<file path="config.mk">
export PLATFORM = sky130hd
export DESIGN_NAME = sffr_top
export DESIGN_NICKNAME = d
export VERILOG_FILES = /design/src/sffr_flag_mux.v /design/src/sffr_top.v
export VERILOG_INCLUDE_DIRS = /design/src /design/src/src
export SDC_FILE = /design/constraint.sdc
export NUM_CORES = 1
export LEC_CHECK = 0
export ABC_AREA = 0
export BUFFER_PORTS_ARGS = -buffer_cell sky130_fd_sc_hd__buf_2
export CORE_MARGIN = 2
export CORE_UTILIZATION = 48
export CTS_CLUSTER_SIZE = 40
export DETAILED_ROUTE_END_ITERATION = 8
export GPL_ROUTABILITY_DRIVEN = 0
export PLACE_DENSITY = 0.8
export SYNTH_ARGS = -nofsm -noshare
export SYNTH_HDL_FRONTEND = slang
export SYNTH_SLANG_ARGS = --single-unit
</file>
<file path="constraint.sdc">
create_clock -name clk_sys -period 2.4 [get_ports clk_sys]
set_clock_uncertainty 0.2 [all_clocks]
set_input_delay 0.48 -clock clk_sys [delete_from_list [all_inputs] [get_ports clk_sys]]
set_output_delay 0.48 -clock clk_sys [all_outputs]
set_load 0.01 [all_outputs]
</file>
<file path="src/sffr_regs.vh">
`ifndef SFFR_REGS_VH
`define SFFR_REGS_VH

// register byte addresses, one aligned 32-bit word each
`define SFFR_ADDR_W              16
`define SFFR_OFS_FLAG_SEL_AB     16'hE600
`define SFFR_OFS_FIFO_RESET      16'hE604
`define SFFR_OFS_FLAG_SEL_CD     16'hE608
`define SFFR_OFS_PIN_POLARITY    16'hE60C
`define SFFR_OFS_PORT_A_CFG      16'hE610
`define SFFR_OFS_STATUS          16'hE614

// reset values
`define SFFR_RST_FLAG_SEL        8'h00
`define SFFR_RST_PIN_POLARITY    2'h0
`define SFFR_RST_PORT_A_CFG      1'h0

// fifo_reset_control fields
`define SFFR_RST_NAK_BIT         7
`define SFFR_RST_EP_HI           3
`define SFFR_RST_EP_LO           0

// fifo_pin_polarity fields
`define SFFR_POL_EMPTY_BIT       1
`define SFFR_POL_FULL_BIT        0

// port_a_config field
`define SFFR_PA_CFG_BIT7         7

// status word fields
`define SFFR_STAT_FLAGS_HI       3
`define SFFR_STAT_FLAGS_LO       0
`define SFFR_STAT_NAK_BIT        4
`define SFFR_STAT_ADDR_HI        6
`define SFFR_STAT_ADDR_LO        5

// flag_source_select codes
`define SFFR_SEL_DEFAULT         4'h0
`define SFFR_SEL_GRP_LEVEL       2'h1
`define SFFR_SEL_GRP_EMPTY       2'h2
`define SFFR_SEL_GRP_FULL        2'h3

// endpoint numbers accepted by reset_endpoint_number
`define SFFR_EP_TWO              4'h2
`define SFFR_EP_FOUR             4'h4
`define SFFR_EP_SIX              4'h6
`define SFFR_EP_EIGHT            4'h8

`endif

</file>
<file path="src/sffr_flag_mux.v">
`timescale 1ns/100ps
`include "sffr_regs.vh"

// combinational source selection for one flag pin; the caller registers it
module sffr_flag_mux #(
	parameter integer PIN_SLOT = 0
) (
	input  wire [3:0] flag_source_select,
	input  wire [1:0] fifo_addr,
	input  wire [3:0] level_flags,
	input  wire [3:0] full_flags,
	input  wire [3:0] empty_flags,
	input  wire       pol_full_high,
	input  wire       pol_empty_high,
	input  wire       fourth_use_level,
	input  wire       port_a_bit7,
	output reg        flag_pin
);

	// full and empty are active low unless their polarity bit is set
	function pin_level;
		input flag;
		input active_high;
		begin
			pin_level = active_high ? flag : ~flag;
		end
	endfunction

	always @*
	begin
		flag_pin = 1'b0;
		if (flag_source_select == `SFFR_SEL_DEFAULT)
		begin
			case (PIN_SLOT)
			0: flag_pin = level_flags[fifo_addr];
			1: flag_pin = pin_level(full_flags[fifo_addr], pol_full_high);
			2: flag_pin = pin_level(empty_flags[fifo_addr], pol_empty_high);
			default: flag_pin = fourth_use_level ? level_flags[0] : port_a_bit7;
			endcase
		end
		else
		begin
			// low two bits pick the endpoint, high two the flag kind
			case (flag_source_select[3:2])
			`SFFR_SEL_GRP_LEVEL: flag_pin = level_flags[flag_source_select[1:0]];
			`SFFR_SEL_GRP_EMPTY: flag_pin = pin_level(empty_flags[flag_source_select[1:0]], pol_empty_high);
			`SFFR_SEL_GRP_FULL:  flag_pin = pin_level(full_flags[flag_source_select[1:0]], pol_full_high);
			default:             flag_pin = 1'b0; // reserved codes drive low
			endcase
		end
	end

endmodule // sffr_flag_mux

</file>
<file path="src/sffr_top.v">
// Design decision made here: the APB slave port.
`timescale 1ns/100ps
`include "sffr_regs.vh"

module sffr_top #(
	parameter NUM_EP = 4
) (
	input  wire                     clk_sys,
	input  wire                     reset_n,
	input  wire                     clk_en,
	input  wire [`SFFR_ADDR_W-1:0]  paddr,
	input  wire                     psel,
	input  wire                     penable,
	input  wire                     pwrite,
	input  wire [31:0]              pwdata,
	output reg  [31:0]              prdata,
	output reg                      pready,
	output reg                      pslverr,
	input  wire                     fifo_select_hi,
	input  wire                     fifo_select_lo,
	input  wire [NUM_EP-1:0]        ep_level_flag,
	input  wire [NUM_EP-1:0]        ep_full_flag,
	input  wire [NUM_EP-1:0]        ep_empty_flag,
	input  wire                     port_a_bit7,
	output reg                      flag_out_first,
	output reg                      flag_out_second,
	output reg                      flag_out_third,
	output reg                      flag_out_fourth,
	output reg                      host_nak_all,
	output reg  [NUM_EP-1:0]        ep_fifo_reset
);

	reg  [7:0]        flag_sel_ab_q;
	reg  [7:0]        flag_sel_cd_q;
	reg  [1:0]        pin_polarity_q;
	reg               port_a_cfg_q;
	wire [1:0]        fifo_addr;
	wire              setup_phase;
	wire              wr_commit;
	wire [NUM_EP-1:0] level_m;
	wire [NUM_EP-1:0] full_m;
	wire [NUM_EP-1:0] empty_m;
	wire [3:0]        pin_d;
	wire [15:0]       sel_all;
	reg  [31:0]       rd_d;
	reg               hit_d;
	reg  [NUM_EP-1:0] ep_reset_d;

	// endpoint number to one-hot reset strobe; other numbers reset nothing
	function [NUM_EP-1:0] ep_reset_decode;
		input [3:0] ep_num;
		begin
			ep_reset_decode = {NUM_EP{1'b0}};
			case (ep_num)
			`SFFR_EP_TWO:   ep_reset_decode[0] = 1'b1;
			`SFFR_EP_FOUR:  ep_reset_decode[1] = 1'b1;
			`SFFR_EP_SIX:   ep_reset_decode[2] = 1'b1;
			`SFFR_EP_EIGHT: ep_reset_decode[3] = 1'b1;
			default:        ep_reset_decode = {NUM_EP{1'b0}};
			endcase
		end
	endfunction

	// returns true for every mapped word address
	function addr_mapped;
		input [`SFFR_ADDR_W-1:0] addr;
		begin
			case (addr)
			`SFFR_OFS_FLAG_SEL_AB,
			`SFFR_OFS_FIFO_RESET,
			`SFFR_OFS_FLAG_SEL_CD,
			`SFFR_OFS_PIN_POLARITY,
			`SFFR_OFS_PORT_A_CFG,
			`SFFR_OFS_STATUS: addr_mapped = 1'b1;
			default:          addr_mapped = 1'b0;
			endcase
		end
	endfunction

	// hi pin is the upper bit: 00 ep2, 01 ep4, 10 ep6, 11 ep8
	assign fifo_addr = {fifo_select_hi, fifo_select_lo};

	// the answer is prepared in the setup cycle so that pready and prdata
	// leave flops; this costs nothing, the access phase still has no wait
	assign setup_phase = psel & ~penable & ~pready;
	assign wr_commit   = psel & penable & pready & pwrite;

	// a FIFO under reset shows default flags: not full, empty, below level
	assign level_m = ep_level_flag & ~ep_fifo_reset;
	assign full_m  = ep_full_flag  & ~ep_fifo_reset;
	assign empty_m = ep_empty_flag |  ep_fifo_reset;

	assign sel_all = {flag_sel_cd_q, flag_sel_ab_q};

	genvar gi;
	generate
		for (gi = 0; gi < 4; gi = gi + 1)
		begin : g_pin
			sffr_flag_mux #(
				.PIN_SLOT (gi)
			) u_mux (
				.flag_source_select (sel_all[gi*4 +: 4]),
				.fifo_addr          (fifo_addr),
				.level_flags        (level_m),
				.full_flags         (full_m),
				.empty_flags        (empty_m),
				.pol_full_high      (pin_polarity_q[`SFFR_POL_FULL_BIT]),
				.pol_empty_high     (pin_polarity_q[`SFFR_POL_EMPTY_BIT]),
				.fourth_use_level   (port_a_cfg_q),
				.port_a_bit7        (port_a_bit7),
				.flag_pin           (pin_d[gi])
			);
		end
	endgenerate

	// read data; the reset register is write-only and reads as zero
	always @*
	begin
		rd_d  = 32'h0000_0000;
		hit_d = addr_mapped(paddr);
		case (paddr)
		`SFFR_OFS_FLAG_SEL_AB:  rd_d[7:0] = flag_sel_ab_q;
		`SFFR_OFS_FLAG_SEL_CD:  rd_d[7:0] = flag_sel_cd_q;
		`SFFR_OFS_PIN_POLARITY: rd_d[1:0] = pin_polarity_q;
		`SFFR_OFS_PORT_A_CFG:   rd_d[`SFFR_PA_CFG_BIT7] = port_a_cfg_q;
		`SFFR_OFS_STATUS:
		begin
			rd_d[`SFFR_STAT_FLAGS_HI:`SFFR_STAT_FLAGS_LO] =
				{flag_out_fourth, flag_out_third, flag_out_second, flag_out_first};
			rd_d[`SFFR_STAT_NAK_BIT]                    = host_nak_all;
			rd_d[`SFFR_STAT_ADDR_HI:`SFFR_STAT_ADDR_LO] = fifo_addr;
		end
		default:                rd_d = 32'h0000_0000;
		endcase
	end

	// a reset strobe lasts exactly one enabled cycle per write
	always @*
	begin
		ep_reset_d = {NUM_EP{1'b0}};
		if (wr_commit && paddr == `SFFR_OFS_FIFO_RESET)
			ep_reset_d = ep_reset_decode(pwdata[`SFFR_RST_EP_HI:`SFFR_RST_EP_LO]);
	end

	// APB slave response
	always @(posedge clk_sys or negedge reset_n)
	begin
		if (!reset_n)
		begin
			pready  <= 1'b0;
			pslverr <= 1'b0;
			prdata  <= 32'h0000_0000;
		end
		else if (clk_en)
		begin
			pready <= setup_phase;
			if (setup_phase)
			begin
				pslverr <= ~hit_d;
				prdata  <= pwrite ? 32'h0000_0000 : rd_d;
			end
			else
			begin
				pslverr <= 1'b0;
				prdata  <= 32'h0000_0000;
			end
		end
	end

	// configuration registers; writes land only at the completing edge
	always @(posedge clk_sys or negedge reset_n)
	begin
		if (!reset_n)
		begin
			flag_sel_ab_q  <= `SFFR_RST_FLAG_SEL;
			flag_sel_cd_q  <= `SFFR_RST_FLAG_SEL;
			pin_polarity_q <= `SFFR_RST_PIN_POLARITY;
			port_a_cfg_q   <= `SFFR_RST_PORT_A_CFG;
		end
		else if (clk_en && wr_commit)
		begin
			case (paddr)
			`SFFR_OFS_FLAG_SEL_AB:  flag_sel_ab_q  <= pwdata[7:0];
			`SFFR_OFS_FLAG_SEL_CD:  flag_sel_cd_q  <= pwdata[7:0];
			`SFFR_OFS_PIN_POLARITY: pin_polarity_q <= pwdata[1:0];
			`SFFR_OFS_PORT_A_CFG:   port_a_cfg_q   <= pwdata[`SFFR_PA_CFG_BIT7];
			default:                port_a_cfg_q   <= port_a_cfg_q;
			endcase
		end
	end

	// nak level holds between writes so firmware can walk the reset
	// sequence while the host is held off
	always @(posedge clk_sys or negedge reset_n)
	begin
		if (!reset_n)
		begin
			host_nak_all  <= 1'b0;
			ep_fifo_reset <= {NUM_EP{1'b0}};
		end
		else if (clk_en)
		begin
			ep_fifo_reset <= ep_reset_d;
			if (wr_commit && paddr == `SFFR_OFS_FIFO_RESET)
				host_nak_all <= pwdata[`SFFR_RST_NAK_BIT];
		end
	end

	// flag pins: one register stage after any source or select change
	always @(posedge clk_sys or negedge reset_n)
	begin
		if (!reset_n)
		begin
			flag_out_first  <= 1'b0;
			flag_out_second <= 1'b0;
			flag_out_third  <= 1'b0;
			flag_out_fourth <= 1'b0;
		end
		else if (clk_en)
		begin
			flag_out_first  <= pin_d[0];
			flag_out_second <= pin_d[1];
			flag_out_third  <= pin_d[2];
			flag_out_fourth <= pin_d[3];
		end
	end

endmodule // sffr_top

</file>
==> results by group <==
Power and ir drop
  – Sequential share of power: approximately half
  – VDD IR max: 0.272 mV
  – P per Cell Area: 420 nW/µm²
  – Tot Pwr: around 0.0013 W
  – Comb pwr share: 16.3%
  – Power Internal: 0.000945 W
  – Switching Share: 26.9%
  – Leakage power total: 1.44 nW
  – Switching power: 0.000348 W
  – Clock power share: 32.8%

Synth
  – Post-synthesis xor/xnor area fraction: 3.31%
  – Largest family of logic cells by synthesized area: multiplexers
  – Synth Instances: 238
  – Mapped Area: 2650 µm²
  – Compound-Gate Fraction of Synth Area: 9.26%
  – Mux share of post-synthesis cell area: 26.1%
  – #FFs+latches synth: 38
  – Post-synthesis simple-gate area fraction: between 10% and 20%
  – Synth warnings: 0
  – Synth unique cells: 45
  – Area share of fa/ha/maj cells after synthesis: 0%
  – Synth Area per Inst: 11.1 µm²
  – Sequential fraction of the synthesis area: 35.9%

Timing
  – Max-slew violation count: 0
  – Fin crit period: about 2300 ps
  – Period utilisation layout: 97.5%
  – Rel. slew slack: 43.4%
  – RSZ-0062 raised after global routing: false
  – Final Setup Violations: 0
  – Max Clk Rate: 427 MHz
  – Hold Fails Final Rpt: 0
  – Worst slew pin tran: 848 ps

Floorplan
  – Row cnt: 27
  – Die Height: 78.3 µm
  – Core area: 5410 µm²
  – Initial Util: 49.0%
  – Top Ports: 112
  – Die Span X: 78.3 µm
  – Die area: 6130 µm²

Placement
  – Detailed Place HPWL: 4850 µm
  – Placed cell area: approximately 3000 µm²
  – I/O Buffers: 63

Detailed routing
  – DR iter-0 viols: 141
  – WL final: 6390 µm
  – Vias: 2,124
  – Vias per cell: 5.55
  – Detailed-route DRC error count: 0
  – Antenna Nets Post-Route: 0
  – WL per Instance: about 17 µm
  – DRT Pass-1 Iters: 5

Global routing
  – Grt ovf: 0
  – Total GRT Usage: ~22%
  – First-pass GRT wire length: 10,400 µm
  – Vias in the first global route: 2,072
  – Largest net degree at the start of global routing: 39
  – Initial antenna violation count: 0

Final layout
  – Ant diodes: 0
  – Post-route design area: 3070 µm²
  – P&R area growth vs syn: 16.1%
  – Core Util, Final: 56.9%
  – Nets: 380
  – Layout cells sized above 1: 39.9%

Worst setup path
  – FF-to-FF setup slack: about 60 ps
  – Reg2Reg Launch Point: ep_fifo_reset[2]
  – Reg2reg path depth: 5
  – Data arrival time of the worst path: 2320 ps
  – CP Max Fanout: 5
  – Critical Path End Type: register
  – Worst Setup Path Type: reg -> reg
  – Critical Path Source Type: register
  – Reg2reg end: flag_out_fourth
  – Required @ worst endpoint: between 2000 and 2500 ps

CTS
  – Max clock buf depth: 2
  – TritonCTS clock tree: yes
  – CTS Hold Bufs: 0
  – H-tree levels: 2
  – Clk sinks: 38
  – CTS clock-pin slew for the worst setup and hold paths: 70 ps
  – Num CTS Buffers: 5
  – Post-CTS setup buffer count: 0
  – Resized cells post-CTS: 0
  – Clk_lat worst skew: 300 ps
  – Clk root buf: clkbuf_8

Run
  – Max-cap violations: 0

Run status
  – Status: completed

Hold path
  – Tightest Hold Check Type: in -> async
-- cells by family after synthesis --
kind of cell           after synthesis
AO/OA/AOI/OAI                       37
XOR/XNOR                            10
buffers and inverters               47
flip-flops                          38
multiplexers                        44
other                                1
AND/OR/NAND/NOR                     61
-- power by group through the flow --
stage                     Combinational, W  Sequential, W  Clock (W)
after floorplan                   0.000138       0.000674          0
after global placement            0.000203       0.000669          0
after detailed placement          0.000210       0.000670          0
after CTS                         0.000211       0.000658   0.000426
after global routing              0.000233       0.000659   0.000451
final                             0.000211       0.000658   0.000424
-- Yosys cell counts, drive strengths merged --
| master | count | area, µm² |
|---|---|---|
| conb | 1 | 3.75 |
| mux4 | 16 | 375 |
| or4bb | 1 | 11.3 |
| o32ai | 2 | 17.5 |
| inv | 16 | 60.1 |
| xnor2 | 5 | 43.8 |
| nor2b | 5 | 31.3 |
| dlygate4sd1 | 1 | 8.76 |
| nor3 | 5 | 25.0 |
| o22ai | 11 | 68.8 |
| nand3b | 3 | 22.5 |
| or4b | 1 | 10.0 |
| dfrtp | 38 | 951 |
| nor2 | 12 | 47.6 |
| a22oi | 8 | 60.1 |
| nand2 | 10 | 37.5 |
| nand4 | 1 | 6.26 |
| nand2b | 2 | 12.5 |
| o21ai | 8 | 40.0 |
| xor2 | 5 | 43.8 |
| nor4b | 2 | 32.5 |
| or2b | 2 | 15.0 |
| nor4bb | 2 | 20.0 |
| mux2i | 3 | 30.0 |
| and2b | 8 | 68.8 |
| a2bb2oi | 1 | 8.76 |
| mux2 | 25 | 285 |
| clkbuf | 3 | 11.3 |
| a211oi | 3 | 22.5 |
| nand3 | 3 | 20.0 |
| a311oi | 2 | 17.5 |
| a21oi | 2 | 10.0 |
| clkdlybuf4s25 | 1 | 10.0 |
| or2 | 1 | 6.26 |
| buf | 26 | 195 |
| or3 | 3 | 18.8 |
-- final cells by class --
| class | count | area [µm²] |
|---|---|---|
| tap | 72 | 90.1 |
| multi-input combinational | 176 | 1500 |
| fill | 480 | 2330 |
| timing repair buffer | 74 | 398 |
| clock buffer | 7 | 76.3 |
| sequential | 38 | 951 |
| inverter | 16 | 60.1 |
-- critical path: stages, from the launching register on --
cell and delay [ps]:
dfrtp_1 430, and2b_1 230, mux4_2 470, xnor2_1 150
mux4_2 490, mux2_4 270
-- worst max-delay path by stage --
stage | start | depth (start not counted) | to | slack, ps
finish | ep_fifo_reset[2] | 5 | flag_out_fourth | 60
CTS | ep_fifo_reset[2] | 5 | flag_out_fourth | 60
detailed placement | ep_full_flag[1] | 6 | flag_out_fourth | -70
floorplan | ep_full_flag[1] | 5 | flag_out_fourth | 110
global route | ep_fifo_reset[1] | 5 | flag_out_fourth | 10
global placement | ep_full_flag[1] | 6 | flag_out_fourth | -50
-- per-stage QoR --
stage	hold slack [ps]	TNS, ps	setup slack (ps)	instances
floorplan	-15.6	0	109	261
global placement	303	-47.0	-47.0	376
detailed placement	319	-70.8	-70.8	376
CTS	116	0	60.3	383
global route	157	0	12.0	383
finish	82.2	0	59.6	383
-- state kept, by name, indices dropped and copies added, names as in the netlist, 2 cells and up --
| name | flops |
|---|---|
| flag_sel_ab_q | 8 |
| pin_polarity_q | 2 |
| ep_fifo_reset | 4 |
| prdata | 8 |
| flag_sel_cd_q | 8 |
-- placed cells by master (no fill, tap or decap), drive strengths merged, types with 2 or more instances in the layout --
| cell type | instances |
|---|---|
| buf | 74 |
| dfrtp | 38 |
| mux2 | 25 |
| conb | 24 |
| inv | 16 |
| mux4 | 16 |
| nor2 | 12 |
| o22ai | 11 |
| nand2 | 10 |
| o21ai | 8 |
| a22oi | 8 |
| and2b | 8 |
| clkbuf | 7 |
| nor2b | 5 |
| nor3 | 5 |
| xnor2 | 5 |
| xor2 | 5 |
| or3 | 3 |
| mux2i | 3 |
| nand3b | 3 |
| a211oi | 3 |
| nand3 | 3 |
| nor4bb | 2 |
| or2b | 2 |
| nand2b | 2 |
| o32ai | 2 |
| a311oi | 2 |
| a21oi | 2 |
| nor4b | 2 |
-- layer usage --
| metal | vias to the layer above | global-route usage [%] | wire, µm |
|---|---|---|---|
| li1 | 979 | - | - |
| met1 | 1041 | 30.3 | 2810 |
| met5 | - | 0 | 0 |
| met3 | 10 | 3.45 | 384 |
| met4 | 0 | 6.84 | 84 |
| met2 | 94 | 36.6 | 3110 |
Power figures use the tool's default switching activity.
